**src/hw/rsrb_pkg.sv**
```systemverilog
// rsrb_pkg: constants shared by the radio status register bank.
// assumes: 8-bit serial register port, 6-bit register addresses.
package rsrb_pkg;

	// widths
	localparam int BYTE_W  = 8;
	localparam int ADDR_W  = 6;
	localparam int CODE_W  = 5;
	localparam int COUNT_W = 7;
	localparam int CNT_W   = 3;

	// register addresses (status space, reached with or without the burst bit)
	localparam logic [ADDR_W-1:0] ADDR_LINK_QUAL  = 6'h33;
	localparam logic [ADDR_W-1:0] ADDR_FSM_STATE  = 6'h35;
	localparam logic [ADDR_W-1:0] ADDR_WOR_HIGH   = 6'h36;
	localparam logic [ADDR_W-1:0] ADDR_WOR_LOW    = 6'h37;
	localparam logic [ADDR_W-1:0] ADDR_PKT_FLAGS  = 6'h38;
	localparam logic [ADDR_W-1:0] ADDR_SYNTH_DAC  = 6'h39;
	localparam logic [ADDR_W-1:0] ADDR_TX_FILL    = 6'h3a;
	localparam logic [ADDR_W-1:0] ADDR_RX_FILL    = 6'h3b;
	localparam logic [ADDR_W-1:0] ADDR_RC_CAL_HI  = 6'h3c;
	localparam logic [ADDR_W-1:0] ADDR_RC_CAL_LO  = 6'h3d;
	localparam logic [ADDR_W-1:0] ADDR_STEP       = 6'h01;

	// header byte layout
	localparam int HDR_READ_BIT  = 7;
	localparam int HDR_BURST_BIT = 6;

	// packet flag bit positions
	localparam int PKT_CRC_BIT  = 7;
	localparam int PKT_CS_BIT   = 6;
	localparam int PKT_PQT_BIT  = 5;
	localparam int PKT_CCA_BIT  = 4;
	localparam int PKT_SYNC_BIT = 3;
	localparam int PKT_GP2_BIT  = 2;
	localparam int PKT_GP0_BIT  = 0;

	// flag bit of fill and link quality bytes
	localparam int FLAG_BIT = 7;

	// radio control state codes; calibration and settling codes lie between
	localparam logic [CODE_W-1:0] CODE_SLEEP   = 5'h00;
	localparam logic [CODE_W-1:0] CODE_IDLE    = 5'h01;
	localparam logic [CODE_W-1:0] CODE_CRYSTAL_OFF_STATE    = 5'h02;
	localparam logic [CODE_W-1:0] CODE_RX      = 5'h0d;
	localparam logic [CODE_W-1:0] CODE_RX_RST  = 5'h0f;
	localparam logic [CODE_W-1:0] CODE_RX_OVF  = 5'h11;
	localparam logic [CODE_W-1:0] CODE_TX      = 5'h13;
	localparam logic [CODE_W-1:0] CODE_TX_UNF  = 5'h16;

	// serial port counters and fills
	localparam logic [CNT_W-1:0]  BIT_LAST  = 3'h7;
	localparam logic [CNT_W-1:0]  BIT_STEP  = 3'h1;
	localparam logic [CNT_W-1:0]  BIT_FIRST = 3'h0;
	localparam logic [BYTE_W-1:0] BYTE_ZERO = 8'h00;

	// serial port phases
	typedef enum logic [1:0] {SPI_OFF, SPI_HEADER, SPI_DATA} rsrb_spi_t;

endpackage : rsrb_pkg

```
**src/hw/rsrb_top.sv**
```systemverilog
// rsrb_top: read-only radio status bank behind the serial register port.
// assumes: status inputs are on sys_clk; port pins come from the host.
`timescale 1ns/1ps
module rsrb_top (
	input  wire logic                         sys_clk,
	input  wire logic                         rst_n,
	input  wire logic                         chip_select_low,
	input  wire logic                         spi_sclk,
	input  wire logic                         spi_mosi,
	output logic                              spi_miso_out,
	output logic                              spi_miso_oe,
	output logic                              wake_to_idle,
	input  wire logic [rsrb_pkg::CODE_W-1:0]  radio_fsm_code,
	input  wire logic [15:0]                  wor_time,
	input  wire logic                         crc_check_done,
	input  wire logic                         crc_check_match,
	input  wire logic                         carrier_sense,
	input  wire logic                         preamble_quality_met,
	input  wire logic                         channel_clear_flag,
	input  wire logic                         sync_found_flag,
	input  wire logic                         gp_output_two_level,
	input  wire logic                         gp_output_zero_level,
	input  wire logic [rsrb_pkg::BYTE_W-1:0]  synth_cal_dac,
	input  wire logic                         tx_queue_underrun,
	input  wire logic [rsrb_pkg::COUNT_W-1:0] tx_queue_count,
	input  wire logic                         rx_queue_overrun,
	input  wire logic [rsrb_pkg::COUNT_W-1:0] rx_queue_count,
	input  wire logic [rsrb_pkg::COUNT_W-1:0] rc_cal_high,
	input  wire logic [rsrb_pkg::COUNT_W-1:0] rc_cal_low,
	input  wire logic [rsrb_pkg::COUNT_W-1:0] link_quality_est
);
	import rsrb_pkg::*;

	logic              sclk_s;
	logic              mosi_s;
	logic              csn_s;
	logic              sclk_q;
	logic              sclk_rise;
	logic              sclk_fall;
	logic              cs_active;
	logic [CODE_W-1:0] prev_code;
	logic [CODE_W-1:0] shown_code;
	logic              asleep;
	logic              rx_entry;
	logic              crc_ok;
	logic              next_crc_ok;
	logic              next_wake;
	rsrb_spi_t         spi_st;
	rsrb_spi_t         next_spi_st;
	logic [CNT_W-1:0]  bit_cnt;
	logic [CNT_W-1:0]  next_bit_cnt;
	logic [BYTE_W-1:0] rx_shift;
	logic [BYTE_W-1:0] next_rx_shift;
	logic [BYTE_W-1:0] tx_shift;
	logic [BYTE_W-1:0] next_tx_shift;
	logic [ADDR_W-1:0] addr_q;
	logic [ADDR_W-1:0] next_addr;
	logic [ADDR_W-1:0] burst_addr;
	logic              is_read;
	logic              next_is_read;
	logic              is_burst;
	logic              next_is_burst;
	logic              next_miso;
	logic [BYTE_W-1:0] hdr;
	logic              load_evt;
	logic [15:0]       wor_q;

	// pin synchronisers; chip select idles high
	rsrb_sync #(
		.WIDTH   (3),
		.RST_VAL (3'h4)
	) u_sync (
		.sys_clk   (sys_clk),
		.rst_n     (rst_n),
		.pins      ({chip_select_low, spi_sclk, spi_mosi}),
		.pins_sync ({csn_s, sclk_s, mosi_s})
	);

	// link clock edges, seen on the synchronised copy
	assign sclk_rise = sclk_s & ~sclk_q;
	assign sclk_fall = ~sclk_s & sclk_q;
	assign cs_active = ~csn_s;

	// radio state as shown: sleep codes never reach the host
	assign asleep     = (radio_fsm_code == CODE_SLEEP) ||
	                    (radio_fsm_code == CODE_CRYSTAL_OFF_STATE);
	assign shown_code = asleep ? CODE_IDLE : radio_fsm_code;

	// receive mode entered or restarted
	assign rx_entry = ((radio_fsm_code == CODE_RX) &&
	                   (prev_code != CODE_RX)) ||
	                  ((radio_fsm_code == CODE_RX_RST) &&
	                   (prev_code != CODE_RX_RST));

	// status byte for one address; unmapped addresses read zero
	function automatic logic [BYTE_W-1:0] status_of(
		input logic [ADDR_W-1:0] a
	);
		logic [BYTE_W-1:0] b;
		b = BYTE_ZERO;
		case (a)
			ADDR_FSM_STATE: b[CODE_W-1:0] = shown_code;
			ADDR_WOR_HIGH:  b = wor_time[15:8];
			ADDR_WOR_LOW:   b = wor_time[7:0];
			ADDR_PKT_FLAGS: begin
				b[PKT_CRC_BIT]  = crc_ok;
				b[PKT_CS_BIT]   = carrier_sense;
				b[PKT_PQT_BIT]  = preamble_quality_met;
				b[PKT_CCA_BIT]  = channel_clear_flag;
				b[PKT_SYNC_BIT] = sync_found_flag;
				b[PKT_GP2_BIT]  = gp_output_two_level;
				b[PKT_GP0_BIT]  = gp_output_zero_level;
			end
			ADDR_SYNTH_DAC: b = synth_cal_dac;
			ADDR_TX_FILL:   b = {tx_queue_underrun, tx_queue_count};
			ADDR_RX_FILL:   b = {rx_queue_overrun, rx_queue_count};
			ADDR_RC_CAL_HI: b[COUNT_W-1:0] = rc_cal_high;
			ADDR_RC_CAL_LO: b[COUNT_W-1:0] = rc_cal_low;
			ADDR_LINK_QUAL: b = {crc_ok, link_quality_est};
			default:        b = BYTE_ZERO;
		endcase
		return b;
	endfunction : status_of

	// crc flag and wake request
	always_comb begin
		// a finished check wins over a receive restart in the same cycle
		if (crc_check_done) begin
			next_crc_ok = crc_check_match;
		end else if (rx_entry) begin
			next_crc_ok = 1'b0;
		end else begin
			next_crc_ok = crc_ok;
		end
		next_wake = cs_active && asleep;
	end

	always_ff @(posedge sys_clk or negedge rst_n) begin
		if (!rst_n) begin
			crc_ok       <= 1'b0;
			wake_to_idle <= 1'b0;
			prev_code    <= CODE_SLEEP;
			sclk_q       <= 1'b0;
		end else begin
			crc_ok       <= next_crc_ok;
			wake_to_idle <= next_wake;
			prev_code    <= radio_fsm_code;
			sclk_q       <= sclk_s;
		end
	end

	// serial port: header byte, then data bytes shifted out msb first
	assign hdr        = {rx_shift[BYTE_W-2:0], mosi_s};
	assign burst_addr = addr_q + ADDR_STEP;
	assign load_evt   = cs_active && (spi_st == SPI_HEADER) &&
	                    sclk_rise && (bit_cnt == BIT_LAST);

	always_comb begin
		next_spi_st   = spi_st;
		next_bit_cnt  = bit_cnt;
		next_rx_shift = rx_shift;
		next_tx_shift = tx_shift;
		next_addr     = addr_q;
		next_is_read  = is_read;
		next_is_burst = is_burst;
		next_miso     = spi_miso_out;
		if (!cs_active) begin
			next_spi_st   = SPI_OFF;
			next_bit_cnt  = BIT_FIRST;
			next_tx_shift = BYTE_ZERO;
			next_miso     = 1'b0;
		end else begin
			unique case (spi_st)
				SPI_OFF: begin
					next_spi_st   = SPI_HEADER;
					next_bit_cnt  = BIT_FIRST;
					next_tx_shift = BYTE_ZERO;
				end
				SPI_HEADER: begin
					if (sclk_rise) begin
						next_rx_shift = hdr;
						next_bit_cnt  = bit_cnt + BIT_STEP;
						if (bit_cnt == BIT_LAST) begin
							next_addr     = hdr[ADDR_W-1:0];
							next_is_read  = hdr[HDR_READ_BIT];
							next_is_burst = hdr[HDR_BURST_BIT];
							next_spi_st   = SPI_DATA;
							// a write header loads nothing
							next_tx_shift = hdr[HDR_READ_BIT] ?
							    status_of(hdr[ADDR_W-1:0]) : BYTE_ZERO;
						end
					end
				end
				SPI_DATA: begin
					if (sclk_rise) begin
						next_rx_shift = hdr;
						next_bit_cnt  = bit_cnt + BIT_STEP;
						if (bit_cnt == BIT_LAST) begin
							if (is_burst) begin
								next_addr     = burst_addr;
								next_tx_shift = is_read ?
								    status_of(burst_addr) : BYTE_ZERO;
							end else begin
								next_spi_st   = SPI_HEADER;
								next_tx_shift = BYTE_ZERO;
							end
						end
					end
				end
			endcase
			// data changes on the falling edge of the link clock
			if (sclk_fall) begin
				next_miso     = tx_shift[BYTE_W-1];
				next_tx_shift = {tx_shift[BYTE_W-2:0], 1'b0};
			end
		end
	end

	always_ff @(posedge sys_clk or negedge rst_n) begin
		if (!rst_n) begin
			spi_st       <= SPI_OFF;
			bit_cnt      <= BIT_FIRST;
			rx_shift     <= BYTE_ZERO;
			tx_shift     <= BYTE_ZERO;
			addr_q       <= '0;
			is_read      <= 1'b0;
			is_burst     <= 1'b0;
			spi_miso_out <= 1'b0;
			spi_miso_oe  <= 1'b0;
		end else begin
			spi_st       <= next_spi_st;
			bit_cnt      <= next_bit_cnt;
			rx_shift     <= next_rx_shift;
			tx_shift     <= next_tx_shift;
			addr_q       <= next_addr;
			is_read      <= next_is_read;
			is_burst     <= next_is_burst;
			spi_miso_out <= next_miso;
			spi_miso_oe  <= cs_active;
		end
	end

	// helper copy of the timer for the checks below
	always_ff @(posedge sys_clk or negedge rst_n) begin
		if (!rst_n) begin
			wor_q <= '0;
		end else begin
			wor_q <= wor_time;
		end
	end
endmodule : rsrb_top

```
**src/hw/rsrb_sync.sv**
```systemverilog
// rsrb_sync: two-flop synchroniser for a group of pin inputs.
// assumes: inputs are independent levels from outside sys_clk.
`timescale 1ns/1ps
module rsrb_sync #(
	parameter int              WIDTH   = 1,
	parameter logic [WIDTH-1:0] RST_VAL = '0
) (
	input  wire logic             sys_clk,
	input  wire logic             rst_n,
	input  wire logic [WIDTH-1:0] pins,
	output logic      [WIDTH-1:0] pins_sync
);

	logic [WIDTH-1:0] meta;

	// first stage feeds only the second
	always_ff @(posedge sys_clk or negedge rst_n) begin
		if (!rst_n) begin
			meta      <= RST_VAL;
			pins_sync <= RST_VAL;
		end else begin
			meta      <= pins;
			pins_sync <= meta;
		end
	end

endmodule : rsrb_sync

```
**config.mk**
```make
export PLATFORM = sky130hd
export DESIGN_NAME = rsrb_top
export DESIGN_NICKNAME = d
export VERILOG_FILES = /design/src/hw/rsrb_pkg.sv /design/src/hw/rsrb_top.sv /design/src/hw/rsrb_sync.sv
export SDC_FILE = /design/constraint.sdc
export NUM_CORES = 1
export LEC_CHECK = 0
export ABC_CLOCK_PERIOD_IN_PS = 3150
export BUFFER_PORTS_ARGS = -buffer_cell sky130_fd_sc_hd__clkbuf_2
export CAP_MARGIN = 25
export CORE_UTILIZATION = 42
export DETAILED_ROUTE_END_ITERATION = 12
export PLACE_DENSITY = 0.65
export SETUP_SLACK_MARGIN = 0.02
export SYNTH_ARGS = -nofsm -noshare
export SYNTH_HDL_FRONTEND = slang
export SYNTH_HIERARCHICAL = 1
export SYNTH_SLANG_ARGS = --single-unit
```
**constraint.sdc**
```tcl
create_clock -name sys_clk -period 3.15 [get_ports sys_clk]
set_input_delay 0.63 -clock sys_clk [delete_from_list [all_inputs] [get_ports sys_clk]]
set_output_delay 0.63 -clock sys_clk [all_outputs]
set_load 0.005 [all_outputs]
```
==> flow_metrics.py <==
metrics = {
    "cts": {
        "numClockSinks": 44,
        "ctsRootBufferMaster": "clkbuf_8",
        "cts_resized": 0,
        "cts_setup_buffers": 0,
        "insertion_delay_ns": 0.30,
        "cts_buffers": 5,
        "holdBufCountCts": 0,
        "cts_tree": "built",
        "cts_buffer_depth": 2,
        "htree_levels": 2,
        "cts.clk_slew.worst_paths_ns": 0.09,
    },
    "sta": {
        "finalCritPeriodShare": 0.842,
        "tightest_slew_ns": 0.666,
        "setup_tns_ns": 0,
        "hold_violations": 0,
        "timing.fmax_ghz": 0.377,
        "min_period_ns": 2.65,
        "relSlewSlack": 0.556,
        "drv_slew": 0,
        "setup-violations-final": 0,
        "rsz0062_at_grt": "no",
        "skew_ns": 0.00849,
        "worst_hold_slack_ns": 0.279,
        "fin_ws_ns": 0.499,
    },
    "synth": {
        "ys_seq_area_frac": 0.328,
        "synth.top_cell.area_share": 0.313,
        "netlist_top_cells_area": "dfrtp_1 31%, a22oi_1 5.8%, a221oi_1 4.2%",
        "synth_cell_type_count": 54,
        "syn_inst": 389,
        "netlist_area_sq_um": 3360,
        "yosysTopAreaCell": "dfrtp_1",
        "synth_area_per_cell_sq_um": 8.64,
        "synth_edf_count": 0,
        "synth_seq_cells": 44,
        "synth_nets": 477,
        "yosysWarnings": 6,
        "synthArstFlopShare": 1.00,
        "ys.flop_type": "dfrtp_1",
    },
    "run_status": {
        "status": "finished, final reports clean",
    },
    "grt": {
        "grt-ovfl-total": 0,
        "grt.total_usage": 0.284,
        "grt_start_max_net_pins": 28,
        "grt_pass1_wl_um": 18300,
        "first_global_vias": 3459,
        "antenna_found_initial": 0,
    },
    "finish": {
        "nNetsFinal": 556,
        "antenna_cells": 0,
        "drive_gt1_frac": 0.258,
        "final_common_cell": "clkbuf_2",
        "stdcell_count": 571,
        "layout_common_cells": "81 x clkbuf_2, 42 x dfrtp_1, 31 x nor2_1, 30 x nand2_1, 26 x a22oi_1",
        "postLayoutCoreUtil": 0.522,
        "area_growth_pct": 20.1,
    },
    "placed_design": {
        "place.gp.congestion": 0.979,
        "dp.cells": 563,
        "hpwlAfterDp_um": 8930,
        "portBuffers": 81,
        "place_ws_ns": 0.539,
    },
    "worst_setup_path": {
        "crit_top_cell": "and3_1",
        "reg2reg_to": "tx_shift[1]",
        "cp_cell_sequence": "ha_1 -> nor2b_1 -> mux2_4 -> a221o_1 -> and3_1 -> a222oi_1 -> and3_1 -> o221ai_1",
        "slowest_stage": "dfrtp_1",
        "cp_max_fo": 13,
        "crit_arrival_ns": 2.82,
        "timing.rr.start": "addr_q[0]",
        "rr_worst_depth": 8,
        "start_kind": "register",
        "crit_path_max_incr_delay_ns": 0.51,
        "path_class": "register to register",
        "regToRegSetupSlack_ns": 0.50,
        "end_kind": "register",
        "cp.required_ns": 3.32,
    },
    "routing": {
        "viasPerCell": 6.51,
        "drc": 0,
        "ant_nets": 0,
        "postRouteWirelength_um": 11900,
        "drt_iter0_drc": 320,
        "drtPass1Iterations": 6,
        "wl_per_cell_um": 20.8,
        "vias": 3715,
    },
    "pwr": {
        "p_comb_frac": 0.138,
        "power.clock.fraction": 0.377,
        "sequentialPowerShare": 0.485,
        "p_per_area_nw_per_um2": 339,
        "p_sw_uw": 362,
        "leakagePower_uw": 0.00170,
        "intPower_uw": 1010,
        "switching_share": 0.265,
        "ir_worst_vdd_mv": 0.175,
    },
    "worst_hold_path": {
        "holdCritPathClass": "input port to async pin",
    },
    "floorplanning": {
        "core_area_sq_um": 7730,
        "io_pins": 82,
        "rows": 32,
        "die-area_sq_um": 8360,
        "die_h_um": 91.4,
        "die_x_um": 91.4,
        "start_util": 0.435,
    },
    "run": {
        "maxCapViolations": 0,
    },
}
sequential cells by signal, summed over array words and instances, names as in the netlist, 2 cells and up:
signal and flops:
addr_q 6, spi_st 2, u_sync/meta 3, prev_code 5, tx_shift 8, u_sync/pins_sync 3
bit_cnt 3, rx_shift 7
synthesized netlist by cell type (10+ instances only):
library cell / count
dfrtp_1: 42
nor2_1: 31
nand2_1: 30
a22oi_1: 26
o21ai_0: 22
a21oi_1: 21
a221oi_1: 16
and3_1: 14
a222oi_1: 13
clkbuf_1: 13
a22o_1: 11
nor3_1: 11
inv_1: 10
mux2_2: 10
power by group through the flow:
stage               registers, uW  clock network [uW]  logic [uW]
floorplan                     630                   0         120
global placement              672                   0         179
detailed placement            675                   0         186
CTS                           664                 530         187
global route                  674                 547         208
finish                        664                 516         189
worst max-delay path by stage:
stage / startpoint / to / slack [ns] / cells past startpoint
after floorplan: addr_q[0] / tx_shift[1] / 0.80 / 9
after global placement: addr_q[0] / tx_shift[1] / 0.61 / 8
after detailed placement: addr_q[0] / tx_shift[1] / 0.54 / 8
after CTS: addr_q[0] / tx_shift[1] / 0.54 / 8
after global routing: addr_q[0] / tx_shift[1] / 0.35 / 8
final: addr_q[0] / tx_shift[1] / 0.50 / 8
critical path: cells and delay by family, from the launching register on:
kind	cells	cell delay, ns
mux	1	0.27
simple gates	3	0.63
fa+ha+maj	1	0.30
flops	1	0.51
compound gates	3	0.82
layout make-up:
class / count / area (sq um)
clock buffer: 6 / 72.6
fill: 755 / 3690
inverter: 10 / 37.5
timing repair buffer: 98 / 546
tap: 102 / 128
multi-input combinational: 309 / 2090
sequential: 44 / 1100
clock inverter: 2 / 60.1
stage by stage:
stage	area, sq um	total power (uW)
detailed placement	3900	861
global placement	3880	852
CTS	4040	1380
global route	4040	1430
floorplan	3360	749
finish	4040	1370
per-layer routing:
layer  vias up  GRT usage  wire (um)
met5         -          0          0
met2       249      0.455       5350
li1       1682          -          -
met4         0      0.148        587
met1      1734      0.362       4710
met3        50     0.0544       1210
cells by family (layout without fill, tap and decap cells):
logic type      Yosys count  after routing  synth area share
xor+xnor                  6              6            0.0156
simple gates            131            131             0.200
compound gates          147            147             0.320
buf+inv                  36            116            0.0499
fa+ha+maj                 9              9            0.0335
mux                      16             16            0.0529
flops                    44             44             0.328
(Power assumes the default switching activity.)
